<file path="src/design/eca_defs.vh">
/*
 * Constants of the event capture and alert block: register addresses,
 * field positions, reset values and timing counts.
 * Assumes inclusion by bare name from the design files of this block.
 */
`ifndef ECA_DEFS_VH
`define ECA_DEFS_VH

// ***************************************************************
// Register addresses (7-bit register address space)
// ***************************************************************
`define ECA_ADDR_SYS_CAPT_EN   7'h04
`define ECA_ADDR_SUP_CAPT_EN   7'h1C
`define ECA_ADDR_TRX_CAPT_EN   7'h23
`define ECA_ADDR_GLOBAL        7'h60
`define ECA_ADDR_SYS_FLAGS     7'h61
`define ECA_ADDR_SUP_FLAGS     7'h62
`define ECA_ADDR_TRX_FLAGS     7'h63

// ***************************************************************
// Field positions
// ***************************************************************
`define ECA_BIT_POWER_ON       4
`define ECA_BIT_OVERTEMP       2
`define ECA_BIT_SERIAL_FAIL    1
`define ECA_BIT_WDOG_FAIL      0
`define ECA_BIT_UNDERVOLT      0
`define ECA_BIT_BUS_SILENCE    4
`define ECA_BIT_TRX_FAIL       1
`define ECA_BIT_BUS_WAKEUP     0
`define ECA_BIT_GRP_TRX        2
`define ECA_BIT_GRP_SUP        1
`define ECA_BIT_GRP_SYS        0

// ***************************************************************
// Writable masks and reset values
// ***************************************************************
`define ECA_SYS_FLAG_MASK      8'h17
`define ECA_SUP_FLAG_MASK      8'h01
`define ECA_TRX_FLAG_MASK      8'h13
`define ECA_SYS_EN_MASK        8'h06
`define ECA_SUP_EN_MASK        8'h01
`define ECA_TRX_EN_MASK        8'h13
`define ECA_REG_RESET          8'h00

// ***************************************************************
// Serial access lengths and timing
// ***************************************************************
`define ECA_SPI_LEN_16         6'h10
`define ECA_SPI_LEN_24         6'h18
`define ECA_SPI_LEN_32         6'h20
`define ECA_EVT_DELAY_US       10
`define ECA_CLK_MHZ            100
`define ECA_EVT_DELAY_CYC      (`ECA_EVT_DELAY_US * `ECA_CLK_MHZ)
`define ECA_TMR_W              20

`endif

</file>
<file path="src/design/eca_sync2.v">
/*
 * Two flip-flop level synchroniser, one stage pair per bit.
 * Assumes the inputs are slow levels from pins or analog comparators.
 */
`timescale 1ns/1ps

module eca_sync2 #(
   parameter WIDTH = 1
) (
   // Clock and reset
   input  wire             mclk_i,
   input  wire             arst_n_i,
   // Levels
   input  wire [WIDTH-1:0] async_i,
   output wire [WIDTH-1:0] sync_o
);

   // ***************************************************************
   // Per-bit synchroniser chain
   // ***************************************************************
   genvar g;
   generate
      for (g = 0; g < WIDTH; g = g + 1) begin : g_bit
         reg meta_q;
         reg sync_q;
         // First stage feeds only the second one
         always @(posedge mclk_i or negedge arst_n_i) begin
            if (!arst_n_i) begin
               meta_q <= 1'b0;
               sync_q <= 1'b0;
            end else begin
               meta_q <= async_i[g];
               sync_q <= meta_q;
            end
         end
         assign sync_o[g] = sync_q;
      end
   endgenerate

endmodule

</file>
<file path="src/design/eca_delay_timer.v">
/*
 * Event delay timer: counts a fixed number of clock cycles after a start,
 * reports running and a one-cycle expiry pulse, and halts on stop.
 * Assumes start and stop come from logic on the same clock.
 */
`timescale 1ns/1ps
`include "eca_defs.vh"

module eca_delay_timer #(
   parameter DELAY_CYC = `ECA_EVT_DELAY_CYC
) (
   // Clock and reset
   input  wire mclk_i,
   input  wire arst_n_i,
   // Control
   input  wire start_i,
   input  wire stop_i,
   // Status
   output reg  running_o,
   output reg  expire_o
);

   // Last count cut to the counter width on purpose
   localparam integer          LAST_I = DELAY_CYC - 1;
   localparam [`ECA_TMR_W-1:0] LAST   = LAST_I[`ECA_TMR_W-1:0];

   reg [`ECA_TMR_W-1:0] cnt_q;

   // ***************************************************************
   // Counter; stop beats start so a reset-pin fall always halts it
   // ***************************************************************
   always @(posedge mclk_i or negedge arst_n_i) begin
      if (!arst_n_i) begin
         cnt_q     <= {`ECA_TMR_W{1'b0}};
         running_o <= 1'b0;
         expire_o  <= 1'b0;
      end else begin
         expire_o <= 1'b0;
         if (stop_i) begin
            running_o <= 1'b0;
            cnt_q     <= {`ECA_TMR_W{1'b0}};
         end else if (start_i) begin
            running_o <= 1'b1; // Restart on every clear that has no stop in the same cycle
            cnt_q     <= {`ECA_TMR_W{1'b0}};
         end else if (running_o) begin
            if (cnt_q == LAST) begin
               running_o <= 1'b0;
               expire_o  <= 1'b1;
            end else begin
               cnt_q <= cnt_q + 1'b1;
            end
         end
      end
   end

endmodule

</file>
<file path="src/design/eca_event_capture.v">
/*
 * Event capture and receive-data alert of a CAN system basis chip:
 * sticky write-1-to-clear event flags with capture enables, a global
 * summary register, and the receive-data pin pull-down with delay timer.
 * Assumes the register port is driven by the serial frame logic on mclk_i
 * and event pulses come from logic on the same clock; pin and analog
 * levels are synchronised here.
 */
`timescale 1ns/1ps
`include "eca_defs.vh"

module eca_event_capture #(
   parameter EVT_DELAY_CYC = `ECA_EVT_DELAY_CYC
) (
   // Clock and reset
   input  wire       mclk_i,
   input  wire       arst_n_i,
   // Register port from the serial frame logic
   input  wire [6:0] reg_addr_i,
   input  wire       reg_wr_i,
   input  wire       reg_rd_i,
   input  wire [7:0] reg_wdata_i,
   output reg  [7:0] reg_rdata_o,
   // Serial access checks, valid with spi_done_i
   input  wire       spi_done_i,
   input  wire [5:0] spi_bit_count_i,
   input  wire       spi_bad_code_i,
   input  wire       spi_locked_wr_i,
   // System events
   input  wire       power_on_evt_i,
   input  wire       wd_overflow_i,
   input  wire       wd_early_trig_i,
   input  wire       wd_window_mode_i,
   input  wire       wd_timeout_mode_i,
   input  wire       overtemp_warn_i,
   // Supply and transceiver state
   input  wire       supply_below90_i,
   input  wire       supply_active_i,
   input  wire       bus_silent_i,
   input  wire       trx_uv_deact_i,
   input  wire       txd_dom_timeout_i,
   input  wire       wake_pattern_i,
   input  wire       trx_offline_i,
   input  wire       reset_output_pin_i,
   // Outputs
   output reg        rxd_drive_low_o,
   output reg        sys_reset_req_o
);

   // ***************************************************************
   // Declarations
   // ***************************************************************
   reg  [7:0] sys_en_q;
   reg  [7:0] sup_en_q;
   reg  [7:0] trx_en_q;
   reg  [7:0] sys_flags_q;
   reg  [7:0] sup_flags_q;
   reg  [7:0] trx_flags_q;
   reg  [7:0] sys_flags_d;
   reg  [7:0] sup_flags_d;
   reg  [7:0] trx_flags_d;
   reg  [7:0] sys_set;
   reg  [7:0] sup_set;
   reg  [7:0] trx_set;
   reg  [7:0] rdata_d;
   reg        ovt_prev_q;
   reg        uv_prev_q;
   reg        silent_prev_q;
   reg        rst_pin_prev_q;
   reg        silence_armed_q;
   reg        serial_fail;
   reg        wd_fail;
   reg        alert_d;
   wire [2:0] pin_sync;
   wire       ovt_s;
   wire       uv_s;
   wire       rst_pin_s;
   wire [7:0] sys_clr;
   wire [7:0] sup_clr;
   wire [7:0] trx_clr;
   wire       any_clr;
   wire       pending;
   wire       rst_pin_fall;
   wire       tmr_running;
   wire       tmr_expire;

   // ***************************************************************
   // Helpers
   // ***************************************************************
   // Bits that a write to this address actually clears
   function [7:0] w1c_clear;
      input [6:0] addr;
      input [6:0] target;
      input       wr;
      input [7:0] wdata;
      input [7:0] mask;
      input [7:0] flags;
      begin
         w1c_clear = (wr && (addr == target)) ? (wdata & mask & flags) : 8'h00;
      end
   endfunction

   // ***************************************************************
   // Pin and analog level synchronisers
   // ***************************************************************
   eca_sync2 #(
      .WIDTH (3)
   ) u_sync (
      .mclk_i   (mclk_i),
      .arst_n_i (arst_n_i),
      .async_i  ({reset_output_pin_i, supply_below90_i, overtemp_warn_i}),
      .sync_o   (pin_sync)
   );

   assign ovt_s     = pin_sync[0];
   assign uv_s      = pin_sync[1];
   assign rst_pin_s = pin_sync[2];

   // ***************************************************************
   // Edge history and bus silence arming
   // ***************************************************************
   always @(posedge mclk_i or negedge arst_n_i) begin
      if (!arst_n_i) begin
         ovt_prev_q      <= 1'b0;
         uv_prev_q       <= 1'b0;
         silent_prev_q   <= 1'b0;
         rst_pin_prev_q  <= 1'b0;
         silence_armed_q <= 1'b0;
      end else begin
         ovt_prev_q     <= ovt_s;
         uv_prev_q      <= uv_s;
         silent_prev_q  <= bus_silent_i;
         rst_pin_prev_q <= rst_pin_s;
         // Arms only when enabled during activity; disarms when enable drops
         if (!trx_en_q[`ECA_BIT_BUS_SILENCE])
            silence_armed_q <= 1'b0;
         else if (!bus_silent_i)
            silence_armed_q <= 1'b1;
      end
   end

   assign rst_pin_fall = rst_pin_prev_q & ~rst_pin_s;

   // ***************************************************************
   // Event sources
   // ***************************************************************
   always @* begin
      // Only the three frame lengths are legal
      serial_fail = spi_done_i &&
                    ((spi_bit_count_i != `ECA_SPI_LEN_16 &&
                      spi_bit_count_i != `ECA_SPI_LEN_24 &&
                      spi_bit_count_i != `ECA_SPI_LEN_32) ||
                     spi_bad_code_i || spi_locked_wr_i);
      wd_fail = (wd_overflow_i && (wd_window_mode_i || wd_timeout_mode_i)) ||
                (wd_early_trig_i && wd_window_mode_i);
      sys_set = 8'h00;
      sup_set = 8'h00;
      trx_set = 8'h00;
      sys_set[`ECA_BIT_POWER_ON]    = power_on_evt_i;
      sys_set[`ECA_BIT_WDOG_FAIL]   = wd_fail;
      sys_set[`ECA_BIT_OVERTEMP]    = ovt_s & ~ovt_prev_q &
                                      sys_en_q[`ECA_BIT_OVERTEMP];
      sys_set[`ECA_BIT_SERIAL_FAIL] = serial_fail &
                                      sys_en_q[`ECA_BIT_SERIAL_FAIL];
      // Threshold selection plays no part here, only the 90 percent level
      sup_set[`ECA_BIT_UNDERVOLT]   = uv_s & ~uv_prev_q & supply_active_i &
                                      sup_en_q[`ECA_BIT_UNDERVOLT];
      trx_set[`ECA_BIT_BUS_SILENCE] = bus_silent_i & ~silent_prev_q &
                                      silence_armed_q;
      trx_set[`ECA_BIT_TRX_FAIL]    = (trx_uv_deact_i | txd_dom_timeout_i) &
                                      trx_en_q[`ECA_BIT_TRX_FAIL];
      trx_set[`ECA_BIT_BUS_WAKEUP]  = wake_pattern_i & trx_offline_i &
                                      trx_en_q[`ECA_BIT_BUS_WAKEUP];
   end

   // ***************************************************************
   // Write-1-to-clear decoding
   // ***************************************************************
   assign sys_clr = w1c_clear(reg_addr_i, `ECA_ADDR_SYS_FLAGS, reg_wr_i, reg_wdata_i,
                              `ECA_SYS_FLAG_MASK, sys_flags_q);
   assign sup_clr = w1c_clear(reg_addr_i, `ECA_ADDR_SUP_FLAGS, reg_wr_i, reg_wdata_i,
                              `ECA_SUP_FLAG_MASK, sup_flags_q);
   assign trx_clr = w1c_clear(reg_addr_i, `ECA_ADDR_TRX_FLAGS, reg_wr_i, reg_wdata_i,
                              `ECA_TRX_FLAG_MASK, trx_flags_q);
   assign any_clr = |{sys_clr, sup_clr, trx_clr};

   // Set beats clear so an event landing on the clear write is kept
   always @* begin
      sys_flags_d = (sys_flags_q & ~sys_clr) | sys_set;
      sup_flags_d = (sup_flags_q & ~sup_clr) | sup_set;
      trx_flags_d = (trx_flags_q & ~trx_clr) | trx_set;
   end

   // ***************************************************************
   // Flag and enable registers
   // ***************************************************************
   always @(posedge mclk_i or negedge arst_n_i) begin
      if (!arst_n_i) begin
         sys_flags_q <= `ECA_REG_RESET;
         sup_flags_q <= `ECA_REG_RESET;
         trx_flags_q <= `ECA_REG_RESET;
         sys_en_q    <= `ECA_REG_RESET;
         sup_en_q    <= `ECA_REG_RESET;
         trx_en_q    <= `ECA_REG_RESET;
      end else begin
         sys_flags_q <= sys_flags_d;
         sup_flags_q <= sup_flags_d;
         trx_flags_q <= trx_flags_d;
         if (reg_wr_i && reg_addr_i == `ECA_ADDR_SYS_CAPT_EN)
            sys_en_q <= reg_wdata_i & `ECA_SYS_EN_MASK;
         if (reg_wr_i && reg_addr_i == `ECA_ADDR_SUP_CAPT_EN)
            sup_en_q <= reg_wdata_i & `ECA_SUP_EN_MASK;
         if (reg_wr_i && reg_addr_i == `ECA_ADDR_TRX_CAPT_EN)
            trx_en_q <= reg_wdata_i & `ECA_TRX_EN_MASK;
      end
   end

   // ***************************************************************
   // Watchdog reset request
   // ***************************************************************
   always @(posedge mclk_i or negedge arst_n_i) begin
      if (!arst_n_i) begin
         sys_reset_req_o <= 1'b0;
      end else begin
         // A timeout overflow resets only on a second failure in a row
         sys_reset_req_o <= (wd_window_mode_i && (wd_overflow_i || wd_early_trig_i)) ||
                            (wd_timeout_mode_i && wd_overflow_i &&
                             sys_flags_q[`ECA_BIT_WDOG_FAIL]);
      end
   end

   // ***************************************************************
   // Register read; reads have no side effects
   // ***************************************************************
   always @* begin
      case (reg_addr_i)
         `ECA_ADDR_SYS_CAPT_EN: rdata_d = sys_en_q;
         `ECA_ADDR_SUP_CAPT_EN: rdata_d = sup_en_q;
         `ECA_ADDR_TRX_CAPT_EN: rdata_d = trx_en_q;
         `ECA_ADDR_GLOBAL:      rdata_d = {5'h00, |trx_flags_q, |sup_flags_q,
                                           |sys_flags_q};
         `ECA_ADDR_SYS_FLAGS:   rdata_d = sys_flags_q;
         `ECA_ADDR_SUP_FLAGS:   rdata_d = sup_flags_q;
         `ECA_ADDR_TRX_FLAGS:   rdata_d = trx_flags_q;
         default:               rdata_d = 8'h00;
      endcase
   end

   always @(posedge mclk_i or negedge arst_n_i) begin
      if (!arst_n_i)
         reg_rdata_o <= 8'h00;
      else if (reg_rd_i)
         reg_rdata_o <= rdata_d;
   end

   // ***************************************************************
   // Event delay timer
   // ***************************************************************
   eca_delay_timer #(
      .DELAY_CYC (EVT_DELAY_CYC)
   ) u_timer (
      .mclk_i    (mclk_i),
      .arst_n_i  (arst_n_i),
      .start_i   (any_clr),
      .stop_i    (rst_pin_fall),
      .running_o (tmr_running),
      .expire_o  (tmr_expire)
   );

   // ***************************************************************
   // Receive-data alert
   // ***************************************************************
   assign pending = |{sys_flags_d, sup_flags_d, trx_flags_d};

   // Expiry needs no branch: once stopped, pending with the offline and supply gates decides
   always @* begin
      if (any_clr || (tmr_running && !rst_pin_fall))
         alert_d = 1'b0;
      else
         alert_d = pending && trx_offline_i && supply_active_i;
   end

   always @(posedge mclk_i or negedge arst_n_i) begin
      if (!arst_n_i)
         rxd_drive_low_o <= 1'b0;
      else
         rxd_drive_low_o <= alert_d;
   end

endmodule

</file>
<file path="config.mk">
export PLATFORM = sky130hd
export DESIGN_NAME = eca_event_capture
export DESIGN_NICKNAME = d
export VERILOG_FILES = /design/src/design/eca_sync2.v /design/src/design/eca_delay_timer.v /design/src/design/eca_event_capture.v
export VERILOG_INCLUDE_DIRS = /design/src /design/src/design
export SDC_FILE = /design/constraint.sdc
export NUM_CORES = 1
export LEC_CHECK = 0
export BUFFER_PORTS_ARGS = -buffer_cell sky130_fd_sc_hd__clkbuf_2
export CORE_ASPECT_RATIO = 0.6
export CORE_UTILIZATION = 48
export CTS_BUF_LIST = sky130_fd_sc_hd__clkbuf_4
export CTS_CLUSTER_SIZE = 14
export DETAILED_ROUTE_END_ITERATION = 12
export GPL_ROUTABILITY_DRIVEN = 0
export PLACE_DENSITY = 0.77
export SLEW_MARGIN = 20
export SYNTH_ARGS = -nofsm -noshare
export SYNTH_HDL_FRONTEND = slang
export SYNTH_SLANG_ARGS = --single-unit
</file>
<file path="constraint.sdc">
create_clock -name mclk_i -period 1.8 [get_ports mclk_i]
set_input_delay 0.54 -clock mclk_i [delete_from_list [all_inputs] [get_ports mclk_i]]
set_output_delay 0.54 -clock mclk_i [all_outputs]
set_load 0.02 [all_outputs]
</file>
==> flow_metrics.py, run 1 <==
metrics = {
    "yosys": {
        "ys_seq_elements": 52,
        "yosysUniqueCellTypes": 54,
        "ys.flop_type": "dfrtp_1",
        "synthTopCellsByCount": "52 x dfrtp_1, 19 x nor2_1, 12 x inv_1, 12 x nand2_1, 12 x xor2_1",
        "syn_inst": 257,
        "synth_most_common_cell": "dfrtp_1",
        "synth_area_leaders": "dfrtp_1 49%, xor2_1 4.0%, nor2_1 2.7%, nand4_1 2.6%, mux2_2 2.6%",
        "synth_enable_flop_cells": 0,
        "synth-async-reset-ratio": 1.00,
        "yosysTopAreaCell": "dfrtp_1",
        "avgSynthCellArea_um2": 10.3,
        "netlist_area_um2": 2640,
        "synth.yosys.warnings": 0,
        "ys_seq_area_frac": 0.493,
        "yosys.area.top_type_share": 0.493,
    },
    "clock_network": {
        "htreeDepth": 2,
        "cts_buffer_depth": 2,
        "cts_root_buf": "clkbuf_4",
        "clk_pin_slew_worst_paths_ns": 0.15,
        "cts_tree": "built",
        "clkLatencyLatePin_ns": 0.37,
        "cts.sinks": 52,
        "numCtsBuffers": 5,
    },
    "status": {
        "status": "finished with violations",
        "violations": "DRC, setup timing",
    },
    "timing": {
        "finalMaxSlewViolations": 0,
        "rsz0062_at_grt": "yes",
        "postLayoutSetupSlackWorst_ns": -0.145,
        "period_needed_ns": 1.94,
        "max_freq_mhz": 514,
        "setup_violations": 19,
        "finalClockSkew_ns": 0.00348,
        "fin_setup_tns_ns": -1.30,
        "fin_crit_sh": 1.08,
        "finalHoldViolations": 0,
    },
    "worst_setup_path": {
        "cp-end-kind": "flip-flop",
        "r2r-end": "u_timer.cnt_q[19]",
        "cp.arrival_ns": 2.21,
        "r2r_start": "u_timer.cnt_q[1]",
        "cpPeakStageDelay_ns": 0.42,
        "critical-path-slowest-cell": "dfrtp_1",
        "required_ns": 2.06,
        "cp-start-kind": "flip-flop",
        "path_max_fanout": 6,
        "critPathTopFamily": "compound AO/OA/AOI/OAI gates",
        "r2r_cells": 7,
        "cp_num_buf_inv": 1,
        "crit_type": "flip-flop to flip-flop",
        "rrSetupSlack_ns": -0.14,
        "path_cells": "ha_2 -> and2_4 -> nand4_1 -> o211ai_1 -> buf_4 -> o31ai_1 -> a21oi_1",
    },
    "detailed_routing": {
        "ant_nets": 0,
        "dr.pass1.iters": 11,
        "wl_per_cell_um": 18.5,
        "wl_um": 7940,
        "drt_drc_violations_left": 4,
        "post_drt_via_cell_ratio": 6.09,
        "vias": 2612,
        "drt_iter0_drc": 260,
    },
    "hold_path": {
        "holdPathStages": 1,
        "hold_class": "input port to flip-flop",
        "hold_path_end": "u_sync.g_bit[2].meta_q",
        "hp-start": "reset_output_pin_i",
    },
    "floorplanning": {
        "design.die.area_um2": 5810,
        "die_h_um": 59.4,
        "start_util": 0.509,
        "die_x_um": 97.7,
        "core-area_um2": 5180,
        "placementRows": 20,
        "ioPinCount": 52,
    },
    "finish": {
        "antenna_cells": 0,
        "syn_to_final_growth_pct": 39.8,
        "regArea_um2": 1300,
        "nNetsFinal": 405,
        "multi_input_area_um2": 1430,
        "fillers": 356,
        "drive_above_1_share": 0.438,
    },
    "flow_run": {
        "maxCapViolCount": 0,
    },
    "global_routing": {
        "antenna_found_initial": 0,
        "grt_usage": 0.265,
        "grt_max_degree": 50,
        "overflow": 0,
        "grt_pass1_vias": 2271,
        "grt_pass1_wl_um": 11400,
    },
    "placed_design": {
        "dpl.hpwl_um": 5220,
        "pre_cts_slack_ns": -0.485,
        "port_buffers": 43,
    },
    "power_and_ir_drop": {
        "vdd_ir_drop_max_mv": 0.353,
        "powerDensity_nw_per_um2": 594,
        "p_leak_nw": 1.64,
    },
}
-- how the worst max path moves through the flow --
stage                                start                 to  slack [ns]  cells past startpoint
after floorplan              reg_addr_i[1]    rxd_drive_low_o       -0.27                      6
after global placement       reg_addr_i[3]    rxd_drive_low_o       -0.45                      6
after detailed placement     reg_addr_i[2]    rxd_drive_low_o       -0.48                      6
after CTS                 u_timer.cnt_q[0]   u_timer.cnt_q[4]       -0.01                      8
after global routing      u_timer.cnt_q[3]  u_timer.cnt_q[18]       -0.24                      6
final                     u_timer.cnt_q[1]  u_timer.cnt_q[19]       -0.14                      7
-- routing by layer --
metal,up-vias,track usage,part of all wire
li1,1171,-,-
met1,1267,0.384,0.45
met2,156,0.387,0.43
met3,18,0.0861,0.10
met4,0,0.0584,0.013
met5,-,0,0
-- area by class of cell --
| cell class | instances | share of cell area |
|---|---|---|
| clock buffers | 5 | 0.0102 |
| clock inverters | 3 | 0.00475 |
| inverters | 12 | 0.0122 |
| multi-input cells | 184 | 0.388 |
| flip-flops and latches | 52 | 0.353 |
| well taps | 66 | 0.0224 |
| repair buffers | 107 | 0.209 |
-- kinds of logic (layout without fill, tap and decap cells) --
| kind of cell | after synthesis | count (layout) | share of synthesized area |
|---|---|---|---|
| DFF | 52 | 52 | 0.493 |
| adders and majority gates | 1 | 1 | 0.00474 |
| xor gates and xnor gates | 13 | 13 | 0.0431 |
| and+or+nand+nor | 96 | 96 | 0.212 |
| buffers and inverters | 24 | 127 | 0.0446 |
| AOI/OAI and AO/OA | 62 | 62 | 0.167 |
| other | 1 | 4 | 0.00142 |
| muxes | 8 | 8 | 0.0332 |
-- repair_timing --
action / CTS / global route
pin swaps: 14 / 23
endpoints found under the setup margin: 11 / 21
gates resized for setup: 15 / 28
cloned: 0 / 2
hold buffers: 1 / 0
endpoints found under the hold margin: 3 / 0
buffers inserted: 7 / 5
-- state kept, by name, summed over array words and instances, names as in the netlist, 2 cells and up --
name,cells
u_sync.g_bit.meta_q,3
sys_flags_q,4
sys_en_q,2
reg_rdata_o,4
trx_en_q,3
u_timer.cnt_q,20
trx_flags_q,3
u_sync.g_bit.sync_q,3
-- metrics by stage --
| stage | util | instances | power, mW | hold WS [ns] | cell area [um^2] |
|---|---|---|---|---|---|
| after floorplan | - | 260 | 1.46 | 0.244 | 2700 |
| after global routing | 0.712 | 429 | 2.28 | 0.216 | 3690 |
| after CTS | 0.678 | 424 | 2.16 | 0.240 | 3510 |
| after detailed placement | 0.640 | 408 | 1.63 | 0.343 | 3320 |
| after global placement | 0.640 | 408 | 1.62 | 0.332 | 3320 |
| final | 0.712 | 429 | 2.19 | 0.255 | 3690 |
-- cell usage in the layout (no fill, tap or decap), types with 6 or more instances in the layout --
cell type,n
inv_1,12
dfrtp_1,52
nor2_1,18
buf_6,6
nand2_1,12
buf_4,54
nand4_1,11
clkbuf_2,42
o211ai_1,6
xor2_1,11
o21ai_0,7
nand3_1,8
-- where the power goes --
group | internal [mW] | switching [mW]
Sequential | 1.24 | 0.0798
Clock | 0.152 | 0.378
Combinational | 0.169 | 0.176
Total | 1.56 | 0.633
Power figures use the tool's default switching activity.
==> run 2, diff against run 1 <==
--- a/config.mk
+++ b/config.mk
@@ -9,7 +9,7 @@
 export BUFFER_PORTS_ARGS = -buffer_cell sky130_fd_sc_hd__clkbuf_2
 export CORE_ASPECT_RATIO = 0.6
 export CORE_UTILIZATION = 48
-export CTS_BUF_LIST = sky130_fd_sc_hd__clkbuf_4
+export CTS_BUF_LIST = sky130_fd_sc_hd__clkbuf_8
 export CTS_CLUSTER_SIZE = 14
 export DETAILED_ROUTE_END_ITERATION = 12
 export GPL_ROUTABILITY_DRIVEN = 0
==> flow_metrics.py, run 2 (synthesis gave the netlist of run 1 again) <==
metrics = {
    "floorplanning": {
        "ioPinCount": 52,
        "placementRows": 20,
        "die_x_um": 97.7,
        "design.die.area_um2": 5810,
        "core-area_um2": 5180,
        "start_util": 0.509,
        "die_h_um": 59.4,
    },
    "timing": {
        "hold-worst-slack_ns": 0.0218,
        "period_needed_ns": 2.04,
        "finalHoldViolations": 0,
        "finalMaxSlewViolations": 0,
        "max_freq_mhz": 490,
        "postLayoutSetupSlackWorst_ns": -0.240,
        "finalClockSkew_ns": 0.00731,
        "setup_violations": 22,
        "fin_crit_sh": 1.13,
        "rsz0062_at_grt": "yes",
    },
    "finish": {
        "fin_cells": 429,
        "reg.largest.list": "u_timer.cnt_q x20, reg_rdata_o x4, sys_flags_q x4",
        "fillers": 324,
        "regArea_um2": 1300,
        "final_cell_mix": "54 x buf_4, 52 x dfrtp_1, 41 x clkbuf_2",
        "syn_to_final_growth_pct": 46.3,
        "layout_commonest_cell": "buf_4",
        "nNetsFinal": 405,
        "largest_reg_flops": 20,
        "multi_input_area_um2": 1540,
        "stdcell_area_um2": 3860,
        "drive_above_1_share": 0.488,
        "final_util": 0.745,
        "antenna_cells": 0,
        "largest_register": "u_timer.cnt_q",
    },
    "detailed_routing": {
        "post_drt_via_cell_ratio": 6.33,
        "dr.pass1.iters": 12,
        "wl_um": 8800,
        "drt_iter0_drc": 398,
        "ant_nets": 0,
        "wl_per_cell_um": 20.5,
        "vias": 2717,
        "drt_drc_violations_left": 4,
    },
    "global_routing": {
        "grt_max_degree": 50,
        "overflow": 0,
        "grt_pass1_vias": 2270,
        "grt_pass1_wl_um": 11300,
        "antenna_found_initial": 0,
        "grt_usage": 0.261,
    },
    "clock_network": {
        "clkLatencyLatePin_ns": 0.32,
        "htreeDepth": 2,
        "clk_pin_slew_worst_paths_ns": 0.10,
        "cts.sinks": 52,
        "cts_buffer_depth": 2,
        "numCtsBuffers": 5,
        "cts_root_buf": "clkbuf_8",
        "holdBufCountCts": 0,
        "cts_tree": "built",
    },
    "placed_design": {
        "dp.cells": 408,
        "dpl.hpwl_um": 5220,
        "placed_area_um2": 3320,
        "port_buffers": 43,
    },
    "worst_setup_path": {
        "r2r_cells": 7,
        "crit_type": "flip-flop to flip-flop",
        "path_max_fanout": 7,
        "required_ns": 2.01,
        "cp-start-kind": "flip-flop",
        "cp-end-kind": "flip-flop",
        "cp.arrival_ns": 2.25,
    },
    "hold_path": {
        "hold_class": "input port to asynchronous set/reset pin",
    },
    "flow_run": {
        "maxCapViolCount": 0,
    },
    "status": {
        "status": "finished with violations",
        "violations": "DRC, setup timing",
    },
    "power_and_ir_drop": {
        "vdd_ir_drop_max_mv": 0.445,
        "p_leak_nw": 1.66,
        "powerDensity_nw_per_um2": 623,
    },
}
-- run 2: what timing repair did --
| item | in CTS | in global routing |
|---|---|---|
| setup buffers | 5 | 6 |
| resized for setup | 17 | 64 |
| pin swaps | 9 | 30 |
| gates cloned | 0 | 3 |
| endpoints found under the setup margin | 16 | 27 |
-- run 2: power by group --
| part | internal (mW) | switching (mW) |
|---|---|---|
| Sequential | 1.24 | 0.0808 |
| Combinational | 0.174 | 0.191 |
| Clock | 0.315 | 0.410 |
-- run 2: critical path, cell delays in order (launching register included) --
cell and delay, ns:
dfrtp_1 0.41, nor4_2 0.34, nand4_1 0.27, buf_6 0.21, o21ai_1 0.14, buf_4 0.19
mux2i_2 0.31, nor2_4 0.06
-- run 2: path summary, 6_finish.rpt --
path | startpoint | endpoint | slack [ns]
min in group mclk_i | overtemp_warn_i | u_sync.g_bit[0].meta_q | 0.32
max in group asynchronous | arst_n_i | sys_flags_q[1] | 1.29
max reg2reg | u_timer.cnt_q[11] | u_timer.cnt_q[1] | -0.24
min | arst_n_i | reg_rdata_o[1] | 0.02
min reg2reg | u_sync.g_bit[2].meta_q | u_sync.g_bit[2].sync_q | 0.36
max | u_timer.cnt_q[11] | u_timer.cnt_q[1] | -0.24
-- run 2: metrics by stage --
| stage | setup slack (ns) | setup TNS [ns] | total power [mW] |
|---|---|---|---|
| 6_report | -0.240 | -3.20 | 2.41 |
| 2_1_floorplan | -0.273 | -0.861 | 1.46 |
| 4_1_cts | -0.0972 | -0.111 | 2.34 |
| 3_3_place_gp | -0.445 | -9.46 | 1.62 |
| 5_1_grt | -0.269 | -3.94 | 2.48 |
| 3_5_place_dp | -0.485 | -10.20 | 1.63 |
-- run 2: cell type report --
type	instances	area share
Inverter	12	0.0117
Timing Repair Buffer	107	0.205
Tap cell	66	0.0214
Multi-Input combinational cell	184	0.400
Sequential cell	52	0.337
Clock buffer	6	0.0214
Clock inverter	2	0.00356
-- run 2: per-layer routing --
layer  up-vias  global-route usage  part of all wire
met4         0              0.0801             0.033
met2       180               0.363              0.43
li1       1172                   -                 -
met3        37              0.0825              0.11
met5         -                   0                 0
met1      1328               0.386              0.42
==> run 3, diff against run 2 <==
--- a/config.mk
+++ b/config.mk
@@ -6,14 +6,15 @@
 export SDC_FILE = /design/constraint.sdc
 export NUM_CORES = 1
 export LEC_CHECK = 0
+export ABC_AREA = 1
 export BUFFER_PORTS_ARGS = -buffer_cell sky130_fd_sc_hd__clkbuf_2
 export CORE_ASPECT_RATIO = 0.6
-export CORE_UTILIZATION = 48
+export CORE_UTILIZATION = 38
 export CTS_BUF_LIST = sky130_fd_sc_hd__clkbuf_8
 export CTS_CLUSTER_SIZE = 14
 export DETAILED_ROUTE_END_ITERATION = 12
 export GPL_ROUTABILITY_DRIVEN = 0
-export PLACE_DENSITY = 0.77
+export PLACE_DENSITY = 0.63
 export SLEW_MARGIN = 20
 export SYNTH_ARGS = -nofsm -noshare
 export SYNTH_HDL_FRONTEND = slang
==> flow_metrics.py, run 3 <==
metrics = {
    "status": {
        "status": "complete, no violations",
    },
    "power_and_ir_drop": {
        "p_sw_frac": 0.287,
        "p_int_mw": 1.62,
        "power.net_switching_mw": 0.651,
        "p_leak_nw": 1.90,
        "powerDensity_nw_per_um2": 624,
        "vdd_ir_drop_max_mv": 0.289,
        "power_frac_clock": 0.291,
        "p_seq_frac": 0.573,
        "combPwrFrac": 0.136,
    },
    "worst_setup_path": {
        "path_max_fanout": 10,
        "critical-path-slowest-cell": "nand2_1",
        "crit_start": "reg_addr_i[3]",
        "required_ns": 2.00,
        "cp_num_buf_inv": 1,
        "cpPeakStageDelay_ns": 0.35,
        "crit_type": "input port to flip-flop",
        "endpoint": "u_timer.cnt_q[10]",
        "path_cells": "clkbuf_2 -> nor2_1 -> nand2_1 -> nor2_4 -> o211ai_1 -> nand2_1 -> nor2_4 -> nand4_1 -> nand2_1",
        "r2r-end": "u_timer.running_o",
        "r2r_start": "sys_flags_q[1]",
        "cp-end-kind": "flip-flop",
        "cp.arrival_ns": 1.89,
        "cp_common_cell": "nand2_1",
        "rrSetupSlack_ns": 0.15,
        "cp-start-kind": "input port",
        "r2r_cells": 8,
        "critPathTopFamily": "simple AND/OR/NAND/NOR gates",
        "cp.depth": 9,
    },
    "global_routing": {
        "grt_pass1_vias": 2617,
        "grt_pass1_wl_um": 13100,
        "overflow": 0,
        "use_met3": 0.0565,
        "met1_usage": 0.332,
        "grt_usage": 0.201,
        "use_met2": 0.253,
        "grt_max_degree": 53,
        "grt.busiest_layer": "met1",
        "antenna_found_initial": 0,
    },
    "floorplanning": {
        "design.die.area_um2": 8390,
        "core-area_um2": 7510,
        "die_h_um": 71.3,
        "placementRows": 24,
        "start_util": 0.406,
        "die_x_um": 118,
        "ioPinCount": 52,
    },
    "timing": {
        "setup_violations": 0,
        "rsz0062_at_grt": "no",
        "finalHoldViolations": 0,
        "period_needed_ns": 1.69,
        "finalClockSkew_ns": 0.00606,
        "max_freq_mhz": 593,
        "fin_crit_sh": 0.938,
        "finalMaxSlewViolations": 0,
        "postLayoutSetupSlackWorst_ns": 0.112,
    },
    "yosys": {
        "synth.yosys.warnings": 0,
        "ys_seq_elements": 52,
        "syn_inst": 413,
        "netlist_area_um2": 3050,
        "synth_area_leaders": "dfrtp_1 43%, nand2_1 16%, nand4_1 9.7%, inv_1 5.9%, nor2_1 5.4%",
        "yosys.area.top_type_share": 0.427,
        "yosysUniqueCellTypes": 31,
        "synth-async-reset-ratio": 1.00,
        "ys.flop_type": "dfrtp_1",
        "ys_seq_area_frac": 0.427,
        "synthTopCellsByCount": "129 x nand2_1, 52 x dfrtp_1, 48 x inv_1, 47 x nand4_1, 44 x nor2_1",
        "yosysTopAreaCell": "dfrtp_1",
        "avgSynthCellArea_um2": 7.37,
        "synth_most_common_cell": "nand2_1",
        "synth_enable_flop_cells": 0,
    },
    "detailed_routing": {
        "vias": 2960,
        "ant_nets": 0,
        "drt_drc_violations_left": 0,
        "wl_per_cell_um": 14.0,
        "wl_um": 8180,
        "drt_iter0_drc": 239,
        "post_drt_via_cell_ratio": 5.06,
        "dr.pass1.iters": 5,
    },
    "placed_design": {
        "placed_area_um2": 3500,
        "port_buffers": 43,
        "pre_cts_slack_ns": -0.357,
        "dpl.hpwl_um": 5790,
    },
    "clock_network": {
        "clk_pin_slew_worst_paths_ns": 0.10,
        "htreeDepth": 2,
        "postCtsSetupBuffers": 0,
        "numCtsBuffers": 5,
        "clkLatencyLatePin_ns": 0.31,
        "cts_buffer_depth": 2,
        "cts.sinks": 52,
        "cts_root_buf": "clkbuf_8",
        "holdBufCountCts": 0,
        "cts_tree": "built",
    },
    "finish": {
        "antenna_cells": 0,
        "reg.largest.list": "u_timer.cnt_q x20, reg_rdata_o x4, sys_flags_q x4",
        "multi_input_area_um2": 1490,
        "largest_reg_flops": 20,
        "regArea_um2": 1300,
        "largest_register": "u_timer.cnt_q",
        "final_cell_mix": "129 x nand2_1, 51 x dfrtp_1, 48 x inv_1",
        "layout_commonest_cell": "nand2_1",
        "drive_above_1_share": 0.191,
        "syn_to_final_growth_pct": 19.4,
        "stdcell_area_um2": 3640,
        "final_util": 0.484,
        "fillers": 744,
        "nNetsFinal": 524,
    },
    "flow_run": {
        "maxCapViolCount": 0,
    },
    "hold_path": {
        "hold_class": "input port to asynchronous set/reset pin",
    },
}
-- run 3: cell count changes in the layout (fill, tap and decap cells not counted), sizes merged, moves of 5 or more --
cell     change
nor4         -5
o2111ai      -5
a21oi        -5
o31ai        -5
nand2      +117
o21ai        +8
mux2         -5
inv         +36
or3          -5
nor2        +31
o22ai        -5
nand4       +36
buf         -36
-- run 3: logic make-up (layout without fill, tap and decap cells) --
group                    after synthesis  in the layout  share of synthesized area
AND/OR/NAND/NOR                      249            252                      0.368
buffers and inverters                 66            128                      0.101
flip-flops                            52             52                      0.427
AO/OA/AOI/OAI                         29             29                     0.0546
XOR/XNOR                              14             14                     0.0403
adder cells (fa/ha/maj)                1              1                    0.00411
other                                  1              4                    0.00123
multiplexers                           1              1                    0.00370
-- run 3: timing repair --
action / CTS / global route
pin swaps: 0 / 2
endpoints found under the setup margin: 22 / 20
hold endpoints to repair: 0 / 0
gates cloned: 1 / 3
resized for setup: 1 / 8
-- run 3: stage by stage --
| step | instances | hold slack (ns) | setup TNS [ns] | total power, mW |
|---|---|---|---|---|
| after global routing | 585 | 0.230 | 0 | 2.37 |
| after global placement | 574 | 0.333 | -6.52 | 1.61 |
| after detailed placement | 574 | 0.340 | -7.14 | 1.62 |
| after CTS | 582 | 0.229 | 0 | 2.29 |
| final | 585 | 0.212 | 0 | 2.27 |
| after floorplan | 416 | 0.244 | 0 | 1.46 |
-- run 3: worst min path at each step --
| stage | start | end | slack (ns) |
|---|---|---|---|
| final | arst_n_i | u_timer.cnt_q[15] | 0.21 |
| after detailed placement | u_sync.g_bit[0].meta_q | u_sync.g_bit[0].sync_q | 0.34 |
| after floorplan | arst_n_i | ovt_prev_q | 0.24 |
| after CTS | arst_n_i | u_timer.cnt_q[0] | 0.23 |
| after global placement | u_sync.g_bit[2].meta_q | u_sync.g_bit[2].sync_q | 0.33 |
| after global routing | arst_n_i | reg_rdata_o[0] | 0.23 |
-- run 3: power by group through the flow --
stage | clock [mW] | sequential [mW] | combinational (mW)
floorplan | 0 | 1.31 | 0.156
global placement | 0 | 1.32 | 0.296
detailed placement | 0 | 1.32 | 0.305
CTS | 0.686 | 1.30 | 0.306
global route | 0.720 | 1.31 | 0.348
finish | 0.662 | 1.30 | 0.309
-- run 3: worst reg2reg max path: stages, from the launching register on --
cell,delay [ns]
dfrtp_1,0.42
nand2_1,0.08
inv_1,0.04
o211ai_1,0.14
nand2_1,0.29
nor2_4,0.37
nand2_1,0.10
nand2_1,0.07
inv_1,0.04
-- run 3: final cells by class --
type | count | share of cell area
clock inverter | 2 | 0.00344
timing repair buffer | 72 | 0.125
inverter | 49 | 0.0506
sequential | 52 | 0.358
tap | 104 | 0.0358
multi-input combinational | 301 | 0.408
clock buffer | 5 | 0.0189
-- run 3: per-layer routing --
layer  part of all wire  vias to the layer above
li1                   -                     1471
met4             0.0051                        0
met2               0.37                      121
met5                  0                        -
met1               0.53                     1363
met3              0.096                        5
